--- config.mk ---
export PLATFORM = sky130hd
export DESIGN_NAME = lbrec_top
export DESIGN_NICKNAME = d
export VERILOG_FILES = /design/src/rtl/lbrec_pkg.sv /design/src/rtl/lbrec_top.sv
export VERILOG_INCLUDE_DIRS = /design/src /design/src/rtl
export SDC_FILE = /design/constraint.sdc
export NUM_CORES = 1
export LEC_CHECK = 0
export ABC_AREA = 1
export BUFFER_PORTS_ARGS = -buffer_cell sky130_fd_sc_hd__buf_2
export CAP_MARGIN = 20
export CORE_ASPECT_RATIO = 0.6
export CORE_MARGIN = 4
export CORE_UTILIZATION = 30
export DETAILED_ROUTE_END_ITERATION = 12
export PLACE_DENSITY = 0.49
export SETUP_SLACK_MARGIN = 0.5
export SLEW_MARGIN = 5
export SYNTH_ARGS = -nofsm -noshare
export SYNTH_HDL_FRONTEND = slang
export SYNTH_SLANG_ARGS = --single-unit
--- constraint.sdc ---
create_clock -name clk -period 3.6 [get_ports clk]
set_input_delay 0.72 -clock clk [delete_from_list [all_inputs] [get_ports clk]]
set_output_delay 0.72 -clock clk [all_outputs]
set_load 0.1 [all_outputs]
--- src/rtl/lbrec_defs.svh ---
// Register offsets, field positions, reset values and timing counts of the bias rail control.
`ifndef LBREC_DEFS_SVH
`define LBREC_DEFS_SVH

// =============================================================
// Register offsets
`define LBREC_ADDR_CTRL       8'h0c
`define LBREC_ADDR_POS_CODE   8'h0d
`define LBREC_ADDR_NEG_CODE   8'h0e
`define LBREC_ADDR_BOOST_CODE 8'h0f
`define LBREC_ADDR_FLAGS      8'h10

// =============================================================
// Control register fields
`define LBREC_CTRL_SRC_BIT    0
`define LBREC_CTRL_NEG_EN_BIT 1
`define LBREC_CTRL_POS_EN_BIT 2
`define LBREC_CTRL_NEG_DIS_BIT 3
`define LBREC_CTRL_POS_DIS_BIT 4
`define LBREC_CTRL_SEQ_BIT    5
`define LBREC_CTRL_WAKE_BIT   7
`define LBREC_CTRL_RW_MASK    8'hbf
`define LBREC_CTRL_RESET      8'h00

// =============================================================
// Flag register fields
`define LBREC_FLAG_BACKLIGHT_OVERCURRENT_FLAG_BIT    0
`define LBREC_FLAG_NEG_GND_BIT   2
`define LBREC_FLAG_POS_OCP_BIT   3
`define LBREC_FLAG_NEG_OVP_BIT   4
`define LBREC_FLAG_BOOST_OVP_BIT 5
`define LBREC_FLAGS_RESET        8'h00

// =============================================================
// Voltage codes: base and step in millivolts, highest legal code
`define LBREC_STEP_MV        50
`define LBREC_POS_BASE_MV    4000
`define LBREC_NEG_BASE_MV    -6000
`define LBREC_BOOST_BASE_MV  4500
`define LBREC_POS_CODE_MAX   6'h28
`define LBREC_NEG_CODE_MAX   6'h28
`define LBREC_BOOST_CODE_MAX 6'h26
`define LBREC_CODE_RESET     6'h00

// =============================================================
// Timing
`define LBREC_CLK_MHZ        20
`define LBREC_SEQ_ON_US      100
`define LBREC_SEQ_OFF_US     100
`define LBREC_SEQ_ON_CYC     (`LBREC_SEQ_ON_US * `LBREC_CLK_MHZ)
`define LBREC_SEQ_OFF_CYC    (`LBREC_SEQ_OFF_US * `LBREC_CLK_MHZ)

`endif

--- src/rtl/lbrec_pkg.sv ---
// Types shared by the bias rail control.
package lbrec_pkg;
    typedef enum logic [1:0] {
        SEQ_IDLE,
        SEQ_RAMP_UP,
        SEQ_ALL_ON,
        SEQ_RAMP_DOWN
    } lbrec_seq_e;

    typedef logic [15:0] lbrec_cnt_t;
endpackage

--- src/rtl/lbrec_top.sv ---
// Bias rail enable, sequencing, voltage code hand-off and fault flag logic.
`timescale 1ns/1ps
`include "lbrec_defs.svh"

// Behaviour
// Control bit 0 low selects rail pins, high selects register enable bits.
// Master enable pin low forces whole bias section into shutdown.
// Pin mode: first pin drives positive rail, second pin negative rail.
// Register mode: bit 2 drives positive rail, bit 1 drives negative rail.
// Sequencing bit clear: rails switch independently of each other.
// Sequencing bit set with both rails requested: device orders on and off.
// Wake-up bit: second pin gates register enable bits, source bit ignored.
// Rail voltage codes take effect only after the rail cycles off and on.
// Boost voltage code takes effect immediately on write.
// Positive code spans 4 V to 6 V in 50 mV steps.
// Negative code spans -6 V to -4 V in 50 mV steps.
// Boost code spans 4.5 V to 6.4 V in 50 mV steps.
// Control bits 4 and 3 enable positive and negative active discharge.
// Host waits 1 ms between negative rail off and on with discharge.
// Boost overvoltage sets flag bit 5, cleared by read, rails keep running.
// Negative overvoltage sets flag bit 4, cleared by read, pump keeps running.
// Positive overcurrent sets flag bit 3, cleared by read, no shutdown.
// Negative rail near ground sets flag bit 2, cleared by read, no shutdown.
// Bias faults only set their own flags, nothing else changes.
// Reading the flag register also clears backlight overcurrent bit 0.
// Auto sequence: positive on first, off last, delays configurable.
// A fault still present after a read sets its flag again.
module lbrec_top #(
    parameter int CODE_W      = 6,
    parameter int SEQ_ON_CYC  = `LBREC_SEQ_ON_CYC,
    parameter int SEQ_OFF_CYC = `LBREC_SEQ_OFF_CYC
) (
    input  wire logic              clk,
    input  wire logic              sys_rst,
    input  wire logic              master_enable_pin,
    input  wire logic              positive_rail_enable_pin,
    input  wire logic              negative_rail_enable_pin,
    input  wire logic              boost_ovp_detect,
    input  wire logic              neg_ovp_detect,
    input  wire logic              pos_ocp_detect,
    input  wire logic              neg_gnd_detect,
    input  wire logic              backlight_ocp_event,
    input  wire logic              reg_wr,
    input  wire logic              reg_rd,
    input  wire logic [7:0]        reg_addr,
    input  wire logic [7:0]        reg_wdata,
    output logic      [7:0]        reg_rdata,
    output logic                   bias_shutdown,
    output logic                   bias_standby,
    output logic                   positive_rail_on,
    output logic                   negative_rail_on,
    output logic                   positive_discharge_en,
    output logic                   negative_discharge_en,
    output logic      [CODE_W-1:0] positive_rail_code,
    output logic      [CODE_W-1:0] negative_rail_code,
    output logic      [CODE_W-1:0] bias_boost_output_code
);

    // =============================================================
    // Parameter checks
    if (CODE_W < 6 || CODE_W > 8) begin : g_bad_width
        $error("CODE_W must be 6 to 8");
    end
    if (SEQ_ON_CYC < 1 || SEQ_OFF_CYC < 1 ||
        SEQ_ON_CYC > 65535 || SEQ_OFF_CYC > 65535) begin : g_bad_delay
        $error("Sequencing delays must be 1 to 65535 cycles");
    end

    localparam lbrec_pkg::lbrec_cnt_t ON_LOAD  = lbrec_pkg::lbrec_cnt_t'(SEQ_ON_CYC - 1);
    localparam lbrec_pkg::lbrec_cnt_t OFF_LOAD = lbrec_pkg::lbrec_cnt_t'(SEQ_OFF_CYC - 1);

    // =============================================================
    // Pin and comparator synchronisers
    localparam int NSYNC = 7;
    logic [NSYNC-1:0] sync1_q;
    logic [NSYNC-1:0] sync2_q;
    logic [NSYNC-1:0] async_in;

    assign async_in = {neg_gnd_detect, pos_ocp_detect, neg_ovp_detect, boost_ovp_detect,
                       negative_rail_enable_pin, positive_rail_enable_pin, master_enable_pin};

    always_ff @(posedge clk or posedge sys_rst) begin
        if (sys_rst) begin
            sync1_q <= '0;
            sync2_q <= '0;
        end else begin
            sync1_q <= async_in;
            sync2_q <= sync1_q;
        end
    end

    logic master_s;
    logic pos_pin_s;
    logic neg_pin_s;
    logic [3:0] fault_s;
    assign master_s  = sync2_q[0];
    assign pos_pin_s = sync2_q[1];
    assign neg_pin_s = sync2_q[2];
    assign fault_s   = sync2_q[6:3];

    // =============================================================
    // Register file
    logic [7:0]        ctrl_q;
    logic [CODE_W-1:0] pos_code_q;
    logic [CODE_W-1:0] neg_code_q;
    logic [CODE_W-1:0] boost_code_q;
    logic [7:0]        flags_q;
    logic [7:0]        rdata_q;

    // Codes above the top of a range saturate at the highest legal step.
    function automatic logic [CODE_W-1:0] clamp_code(input logic [7:0] v,
                                                     input logic [5:0] max);
        logic [CODE_W-1:0] r;
        r = (v > {2'b00, max}) ? CODE_W'(max) : CODE_W'(v);
        return r;
    endfunction

    always_ff @(posedge clk or posedge sys_rst) begin
        if (sys_rst) begin
            ctrl_q <= `LBREC_CTRL_RESET;
        end else if (reg_wr && reg_addr == `LBREC_ADDR_CTRL) begin
            ctrl_q <= reg_wdata & `LBREC_CTRL_RW_MASK;
        end
    end

    always_ff @(posedge clk or posedge sys_rst) begin
        if (sys_rst) begin
            pos_code_q   <= CODE_W'(`LBREC_CODE_RESET);
            neg_code_q   <= CODE_W'(`LBREC_CODE_RESET);
            boost_code_q <= CODE_W'(`LBREC_CODE_RESET);
        end else if (reg_wr) begin
            if (reg_addr == `LBREC_ADDR_POS_CODE) begin
                pos_code_q <= clamp_code(reg_wdata, `LBREC_POS_CODE_MAX);
            end
            if (reg_addr == `LBREC_ADDR_NEG_CODE) begin
                neg_code_q <= clamp_code(reg_wdata, `LBREC_NEG_CODE_MAX);
            end
            if (reg_addr == `LBREC_ADDR_BOOST_CODE) begin
                boost_code_q <= clamp_code(reg_wdata, `LBREC_BOOST_CODE_MAX);
            end
        end
    end

    logic flags_rd;
    assign flags_rd = reg_rd && reg_addr == `LBREC_ADDR_FLAGS;

    // A detection in the very cycle of the read wins, so no event is lost.
    // Faults touch nothing but these bits.
    logic [7:0] flag_set;
    always_comb begin
        flag_set                            = 8'h00;
        flag_set[`LBREC_FLAG_BACKLIGHT_OVERCURRENT_FLAG_BIT]    = backlight_ocp_event;
        flag_set[`LBREC_FLAG_NEG_GND_BIT]   = fault_s[3];
        flag_set[`LBREC_FLAG_POS_OCP_BIT]   = fault_s[2];
        flag_set[`LBREC_FLAG_NEG_OVP_BIT]   = fault_s[1];
        flag_set[`LBREC_FLAG_BOOST_OVP_BIT] = fault_s[0];
    end

    always_ff @(posedge clk or posedge sys_rst) begin
        if (sys_rst) begin
            flags_q <= `LBREC_FLAGS_RESET;
        end else begin
            flags_q <= flag_set | (flags_rd ? 8'h00 : flags_q); // see R19, see R20
        end
    end

    always_ff @(posedge clk or posedge sys_rst) begin
        if (sys_rst) begin
            rdata_q <= 8'h00;
        end else if (reg_rd) begin
            unique case (reg_addr)
                `LBREC_ADDR_CTRL:       rdata_q <= ctrl_q;
                `LBREC_ADDR_POS_CODE:   rdata_q <= 8'(pos_code_q);
                `LBREC_ADDR_NEG_CODE:   rdata_q <= 8'(neg_code_q);
                `LBREC_ADDR_BOOST_CODE: rdata_q <= 8'(boost_code_q);
                `LBREC_ADDR_FLAGS:      rdata_q <= flags_q;
                default:                rdata_q <= 8'h00;
            endcase
        end
    end
    assign reg_rdata = rdata_q;

    // =============================================================
    // Rail requests
    logic pos_req;
    logic neg_req;
    logic auto_both;

    always_comb begin
        if (ctrl_q[`LBREC_CTRL_WAKE_BIT]) begin
            pos_req = neg_pin_s && ctrl_q[`LBREC_CTRL_POS_EN_BIT];
            neg_req = neg_pin_s && ctrl_q[`LBREC_CTRL_NEG_EN_BIT];
        end else if (!ctrl_q[`LBREC_CTRL_SRC_BIT]) begin
            pos_req = pos_pin_s;
            neg_req = neg_pin_s;
        end else begin
            pos_req = ctrl_q[`LBREC_CTRL_POS_EN_BIT];
            neg_req = ctrl_q[`LBREC_CTRL_NEG_EN_BIT];
        end
    end

    assign auto_both = ctrl_q[`LBREC_CTRL_SEQ_BIT] && pos_req && neg_req;

    // =============================================================
    // Auto sequencer
    lbrec_pkg::lbrec_seq_e state_q;
    lbrec_pkg::lbrec_cnt_t cnt_q;

    always_ff @(posedge clk or posedge sys_rst) begin
        if (sys_rst) begin
            state_q <= lbrec_pkg::SEQ_IDLE;
            cnt_q   <= '0;
        end else if (!master_s) begin
            state_q <= lbrec_pkg::SEQ_IDLE;
            cnt_q   <= '0;
        end else begin
            unique case (state_q)
                lbrec_pkg::SEQ_IDLE: begin
                    if (auto_both) begin
                        state_q <= lbrec_pkg::SEQ_RAMP_UP;
                        cnt_q   <= ON_LOAD;
                    end
                end
                lbrec_pkg::SEQ_RAMP_UP: begin
                    if (!auto_both) begin
                        state_q <= lbrec_pkg::SEQ_IDLE;
                    end else if (cnt_q == '0) begin
                        state_q <= lbrec_pkg::SEQ_ALL_ON;
                    end else begin
                        cnt_q <= cnt_q - 16'h0001;
                    end
                end
                lbrec_pkg::SEQ_ALL_ON: begin
                    if (!auto_both) begin
                        state_q <= lbrec_pkg::SEQ_RAMP_DOWN;
                        cnt_q   <= OFF_LOAD;
                    end
                end
                lbrec_pkg::SEQ_RAMP_DOWN: begin
                    if (cnt_q == '0) begin
                        state_q <= lbrec_pkg::SEQ_IDLE;
                    end else begin
                        cnt_q <= cnt_q - 16'h0001;
                    end
                end
            endcase
        end
    end

    // Positive rail leads on power-up and trails on power-down.
    logic pos_d;
    logic neg_d;
    always_comb begin
        unique case (state_q)
            lbrec_pkg::SEQ_IDLE: begin
                pos_d = pos_req;
                neg_d = neg_req && !auto_both;
            end
            lbrec_pkg::SEQ_RAMP_UP: begin
                pos_d = 1'b1;
                neg_d = 1'b0;
            end
            lbrec_pkg::SEQ_ALL_ON: begin
                pos_d = 1'b1;
                neg_d = auto_both;
            end
            lbrec_pkg::SEQ_RAMP_DOWN: begin
                pos_d = 1'b1;
                neg_d = 1'b0;
            end
        endcase
    end

    // =============================================================
    // Rail outputs and voltage code hand-off
    logic pos_on_q;
    logic neg_on_q;
    logic shutdown_q;
    logic standby_q;
    logic pos_dis_q;
    logic neg_dis_q;
    logic [CODE_W-1:0] pos_active_q;
    logic [CODE_W-1:0] neg_active_q;

    always_ff @(posedge clk or posedge sys_rst) begin
        if (sys_rst) begin
            pos_on_q   <= 1'b0;
            neg_on_q   <= 1'b0;
            shutdown_q <= 1'b1;
            standby_q  <= 1'b0;
        end else begin
            pos_on_q   <= master_s && pos_d;
            neg_on_q   <= master_s && neg_d;
            shutdown_q <= !master_s;
            standby_q  <= master_s && !pos_d && !neg_d;
        end
    end

    always_ff @(posedge clk or posedge sys_rst) begin
        if (sys_rst) begin
            pos_dis_q <= 1'b0;
            neg_dis_q <= 1'b0;
        end else begin
            pos_dis_q <= ctrl_q[`LBREC_CTRL_POS_DIS_BIT];
            neg_dis_q <= ctrl_q[`LBREC_CTRL_NEG_DIS_BIT];
        end
    end

    // A rail keeps the code it started with; a new code is picked up while it is off.
    always_ff @(posedge clk or posedge sys_rst) begin
        if (sys_rst) begin
            pos_active_q <= CODE_W'(`LBREC_CODE_RESET);
            neg_active_q <= CODE_W'(`LBREC_CODE_RESET);
        end else begin
            if (!pos_on_q) begin
                pos_active_q <= pos_code_q;
            end
            if (!neg_on_q) begin
                neg_active_q <= neg_code_q;
            end
        end
    end

    assign bias_shutdown          = shutdown_q;
    assign bias_standby           = standby_q;
    assign positive_rail_on       = pos_on_q;
    assign negative_rail_on       = neg_on_q;
    assign positive_discharge_en  = pos_dis_q;
    assign negative_discharge_en  = neg_dis_q;
    assign positive_rail_code     = pos_active_q;
    assign negative_rail_code     = neg_active_q;
    assign bias_boost_output_code = boost_code_q;
endmodule

== Yosys cells after proc, flatten, opt, wreduce, memory -nomap -nowiden ==
Cells that the tools add are included.
Cells by class
  bitwise logic cells: 1
  $add $sub $neg: 1
  $lt $le $gt $ge: 2
  multiplexer cells: 23
  eq/ne operators: 13
  reductions and logical operators: 24
Operator list (count)
  two-way mux 16 bit: 5
  case mux 16 bit (4 select lines): 1
  case mux 8 bit (5 select lines): 1
  equality test 8 x 4 -> 1 bit (second input constant): 4
  greater-than comparator 8 x 6 -> 1 bit (second input constant): 2
  zero test 16 bit: 1
  subtractor 16 x 1 -> 16 bit (second input constant): 1
  two-way mux 2 bit: 6
  two-way mux 6 bit: 2
  inequality test 3 bit (second input constant): 4
  logical AND 1 bit: 11
  equality test 8 x 5 -> 1 bit (second input constant): 1
  two-way mux 8 bit: 1
  OR 6 x 8 -> 8 bit: 1
  case mux 2 bit (4 select lines): 1
  AND reduction 2 bit: 3
  equality test 2 bit (second input constant): 2
  zero test 1 bit: 4
  two-way mux 1 bit: 4
  inequality test 4 bit (second input constant): 1
  AND reduction 4 bit: 1
  case mux 1 bit (3 select lines): 1
  AND reduction 3 bit: 1
  OR reduction 3 bit: 1
  other kinds (4): 4
Storage, ports and cells
  bits of input ports: 28
  bits in registers: 91
  output and inout port bits: 32

== Longest topological paths before layout ==
  word-level depth: 9
  depth in mapped cells: 13

== Worst setup path before layout ==
OpenSTA, ideal clock, no wires.
  path kind: input to register
  start: in reg_addr[0]
  end: reg ctrl_q[0]
  stages: 6
  slack: 1.825 ns
  arrival: 1.649 ns
  setup time: 0.126 ns
  path through: or2_1 > nor3_4 > nand2_2 > buf_2 > nand2_1 > o21ai_0
Between the ends
  word-level cells in the longest chain between the ends: 2
Ends and longest elaborated chain
  from (decl): line lbrec_top.sv:45  | input wire logic [7:0] reg_addr,
  equality test 8 x 4 -> 1 bit
  logical AND 1 bit (no line)
  to (signal assigned): line lbrec_top.sv:120  | ctrl_q <= `LBREC_CTRL_RESET;
  to (signal assigned): line lbrec_top.sv:122  | ctrl_q <= reg_wdata & `LBREC_CTRL_RW_MASK;
  to (decl): line lbrec_top.sv:103  | logic [7:0] ctrl_q;
Every way passes these cells.
A chain may end at the register's enable or synchronous reset.

== Final worst setup path ==
  start: reg neg_on_q (netlist: negative_rail_on)
  end: out negative_rail_on
RTL lines
  from (decl): line lbrec_top.sv:277  | logic neg_on_q;
  from (signal assigned): line lbrec_top.sv:293  | neg_on_q <= master_s && neg_d;
  to (decl): line lbrec_top.sv:51  | output logic negative_rail_on,
No word-level cell between the ends.

==> summary.txt <==
Outcome
  – Status: finished, final reports clean

GRT
  – Initial antenna violation count: 0
  – Global Route Usage Sum: 0.140
  – Largest net degree at the start of global routing: between 80 and 90
  – GRT overflow: 0
  – Global-route wire length before repair: 17100 um
  – Vias in the first global route: 3244

Floorplan
  – Std cell rows: 32
  – Initial core utilization: 0.311
  – Die Width: 158 um
  – I/O pins: 60
  – Die area: 15500 um^2
  – Core area: 13100 um^2
  – Die extent in y: 98.1 um

Final layout
  – N_diodes: 0
  – Most frequent cells in the layout: 134 x nand2_1, 86 x dfrtp_1, 58 x nor2_1, 58 x buf_2, 54 x inv_1
  – Commonest non-fill, non-tap cell in the layout: nand2_1
  – Post-route insts no fill: ~720
  – Nets: 577
  – Share of cells above drive strength 1: 0.166
  – Area grow syn2layout: 17.9%

STA
  – Slew Limit Headroom: 0.661
  – Slew Viols, Final: 0
  – Setup TNS: 0 ps
  – Skew final: 7.93 ps
  – Max Freq: 476 MHz
  – Tmin final: between 2000 and 2500 ps
  – Final period util: 0.583
  – Fin. Hold Viols: 0
  – RSZ-0062 raised after global routing: false
  – Least-Margin Pin Slew: 508 ps
  – Final setup fails: 0

Synthesis
  – Count of different cell masters after synthesis: 39
  – Synth top area cells: dfrtp_1 53%, nand2_1 12%, o21ai_0 5.4%
  – Most used DFF post-synth: dfrtp_1
  – Syn Nets: 519
  – Register area share after synthesis: 0.537
  – Asr flop ratio synth: 1.00
  – Synth top area share: 0.530
  – #FFs+latches synth: 87
  – Cells after Synth: 490
  – Synth warn: 0
  – Mapped Avg Cell Area: 8.29 um^2
  – Post-synth EDFFs: 0
  – Leading area contributor after synthesis: dfrtp_1
  – Syn Std Cell Area: 4060 um^2

Routing
  – Iter 0 DRT Violations: 293
  – WL/cell: 14.4 um
  – DRT Wirelength: 10400 um
  – Detail Route Antenna Nets: 0
  – Via/cell ratio: 4.68
  – Routed vias: 3382
  – Drt drc: 0
  – First-pass iteration count of the detailed router: 6

Placement
  – IO Port Bufs: 58
  – RePlAce Congestion: 0.838
  – Placed Cells: 707
  – Detailed placement HPWL: 7720 um

Clock network
  – Setup Buffers After CTS: 0
  – CTS tree: done
  – Skew-Pair Late Insertion Delay: 340 ps
  – CTS buffer count: 9
  – Clock slew at the register clock pins of the worst setup and hold paths: about 60 ps
  – Post-cts resize count: 0
  – Cts hold-fix bufs: 0
  – Clk buf depth: 2
  – Root Driver: clkbuf_16
  – Clk sinks: 87
  – H-tree lvl count: 3

Critical path
  – CP max stage delay: 540 ps
  – Top delay family on crit path: flip-flops
  – CP endpoint kind: output port
  – CP max stage cell: dfrtp_1
  – CP arrival: between 1000 and 1500 ps
  – Crit-path max FO: 9
  – Worst path bufs/invs: 1
  – Critical path class: reg2out
  – WP data required: approximately 2900 ps
  – Critical-path cell list: buf_2
  – CP Launch Type: register

Job
  – Max Cap Viol: 0

Min path
  – Hold Crit Class: reg2reg

Power and ir drop
  – Maximum vdd drop: between 0.0002 and 0.00025 V
  – Leakage: around 0.0024 uW
  – PwrDens: 493 nW/um^2
report_power, final:
group	internal (uW)	switching, uW	leakage [uW]
logic	85.0	297	0.00121
clock network	496	409	0.000137
registers	1030	43.2	0.00107
cell type report:
cell class	count	area [um^2]
clock inverters	6	52.6
inverters	55	208
fillers	1355	8260
flip-flops and latches	87	2180
multi-input cells	336	1590
clock buffers	10	239
repair buffers	59	310
well taps	170	213
layer usage:
layer,global-route usage,wire length (um),up-vias
met4,0.0315,40,0
met5,0,0,-
met2,0.167,3790,80
met1,0.239,5880,1613
li1,-,-,1687
met3,0.0394,697,2
state kept, by name, summed over array words and instances (netlist names), 2 cells and up:
signal and cells:
bias_boost_output_code 6, cnt_q 16, ctrl_q 7, flags_q 5
neg_code_q 6, negative_rail_code 6, pos_code_q 6, positive_rail_code 6
reg_rdata 7, state_q 2, sync1_q 7, sync2_q 7
cells in the mapped netlist, types with 2 or more instances:
cell type and instances:
o21bai_1 5, o31ai_1 2, nor3_1 11, dfrtp_1 86, nand3_1 29, clkbuf_1 4, o22ai_1 3, nand2_2 2
nand2_1 134, nand3b_1 4, a31oi_1 4, mux2_2 4, buf_2 2, buf_6 2, nor2_1 58, inv_1 55
o21ai_0 44, buf_4 2, nand4_1 5, a21oi_1 13, nor2_2 3
path summary, 6_finish.rpt:
kind	startpoint	end	slack (ps)	depth (start not counted)
worst min register to register	sync1_q[0]$_DFF_PP0_	sync2_q[0]$_DFF_PP0_	350	0
worst max-delay path	negative_rail_on$_DFF_PP0_	negative_rail_on	1500	1
worst max register to register	cnt_q[0]$_DFFE_PP0P_	cnt_q[4]$_DFFE_PP0P_	1530	10
max in group asynchronous	sys_rst	bias_shutdown$_DFF_PP1_	2730	3
min in group asynchronous	sys_rst	cnt_q[4]$_DFFE_PP0P_	480	3
worst min-delay path	sync1_q[0]$_DFF_PP0_	sync2_q[0]$_DFF_PP0_	350	0
metrics by stage:
stage	area, um^2	utilization	total power [uW]	setup WS [ps]	hold slack (ps)
2_1_floorplan	4060	-	1380	631	331
3_3_place_gp	4500	0.345	1470	1440	332
3_5_place_dp	4500	0.345	1470	1380	336
4_1_cts	4790	0.367	2390	1450	348
5_1_grt	4790	0.367	2480	1280	347
6_report	4790	0.367	2360	1500	347
kinds of logic (layout without fill, tap and decap cells):
family	count (synthesis)	count (layout)	synth area share
compound gates	75	75	0.104
xor+xnor	2	2	0.00432
mux	4	4	0.0111
buf+inv	67	130	0.0724
simple gates	253	253	0.267
other cells	1	1	0.000924
fa+ha+maj	1	1	0.00308
flops	87	87	0.537
(Power assumes the default switching activity.)
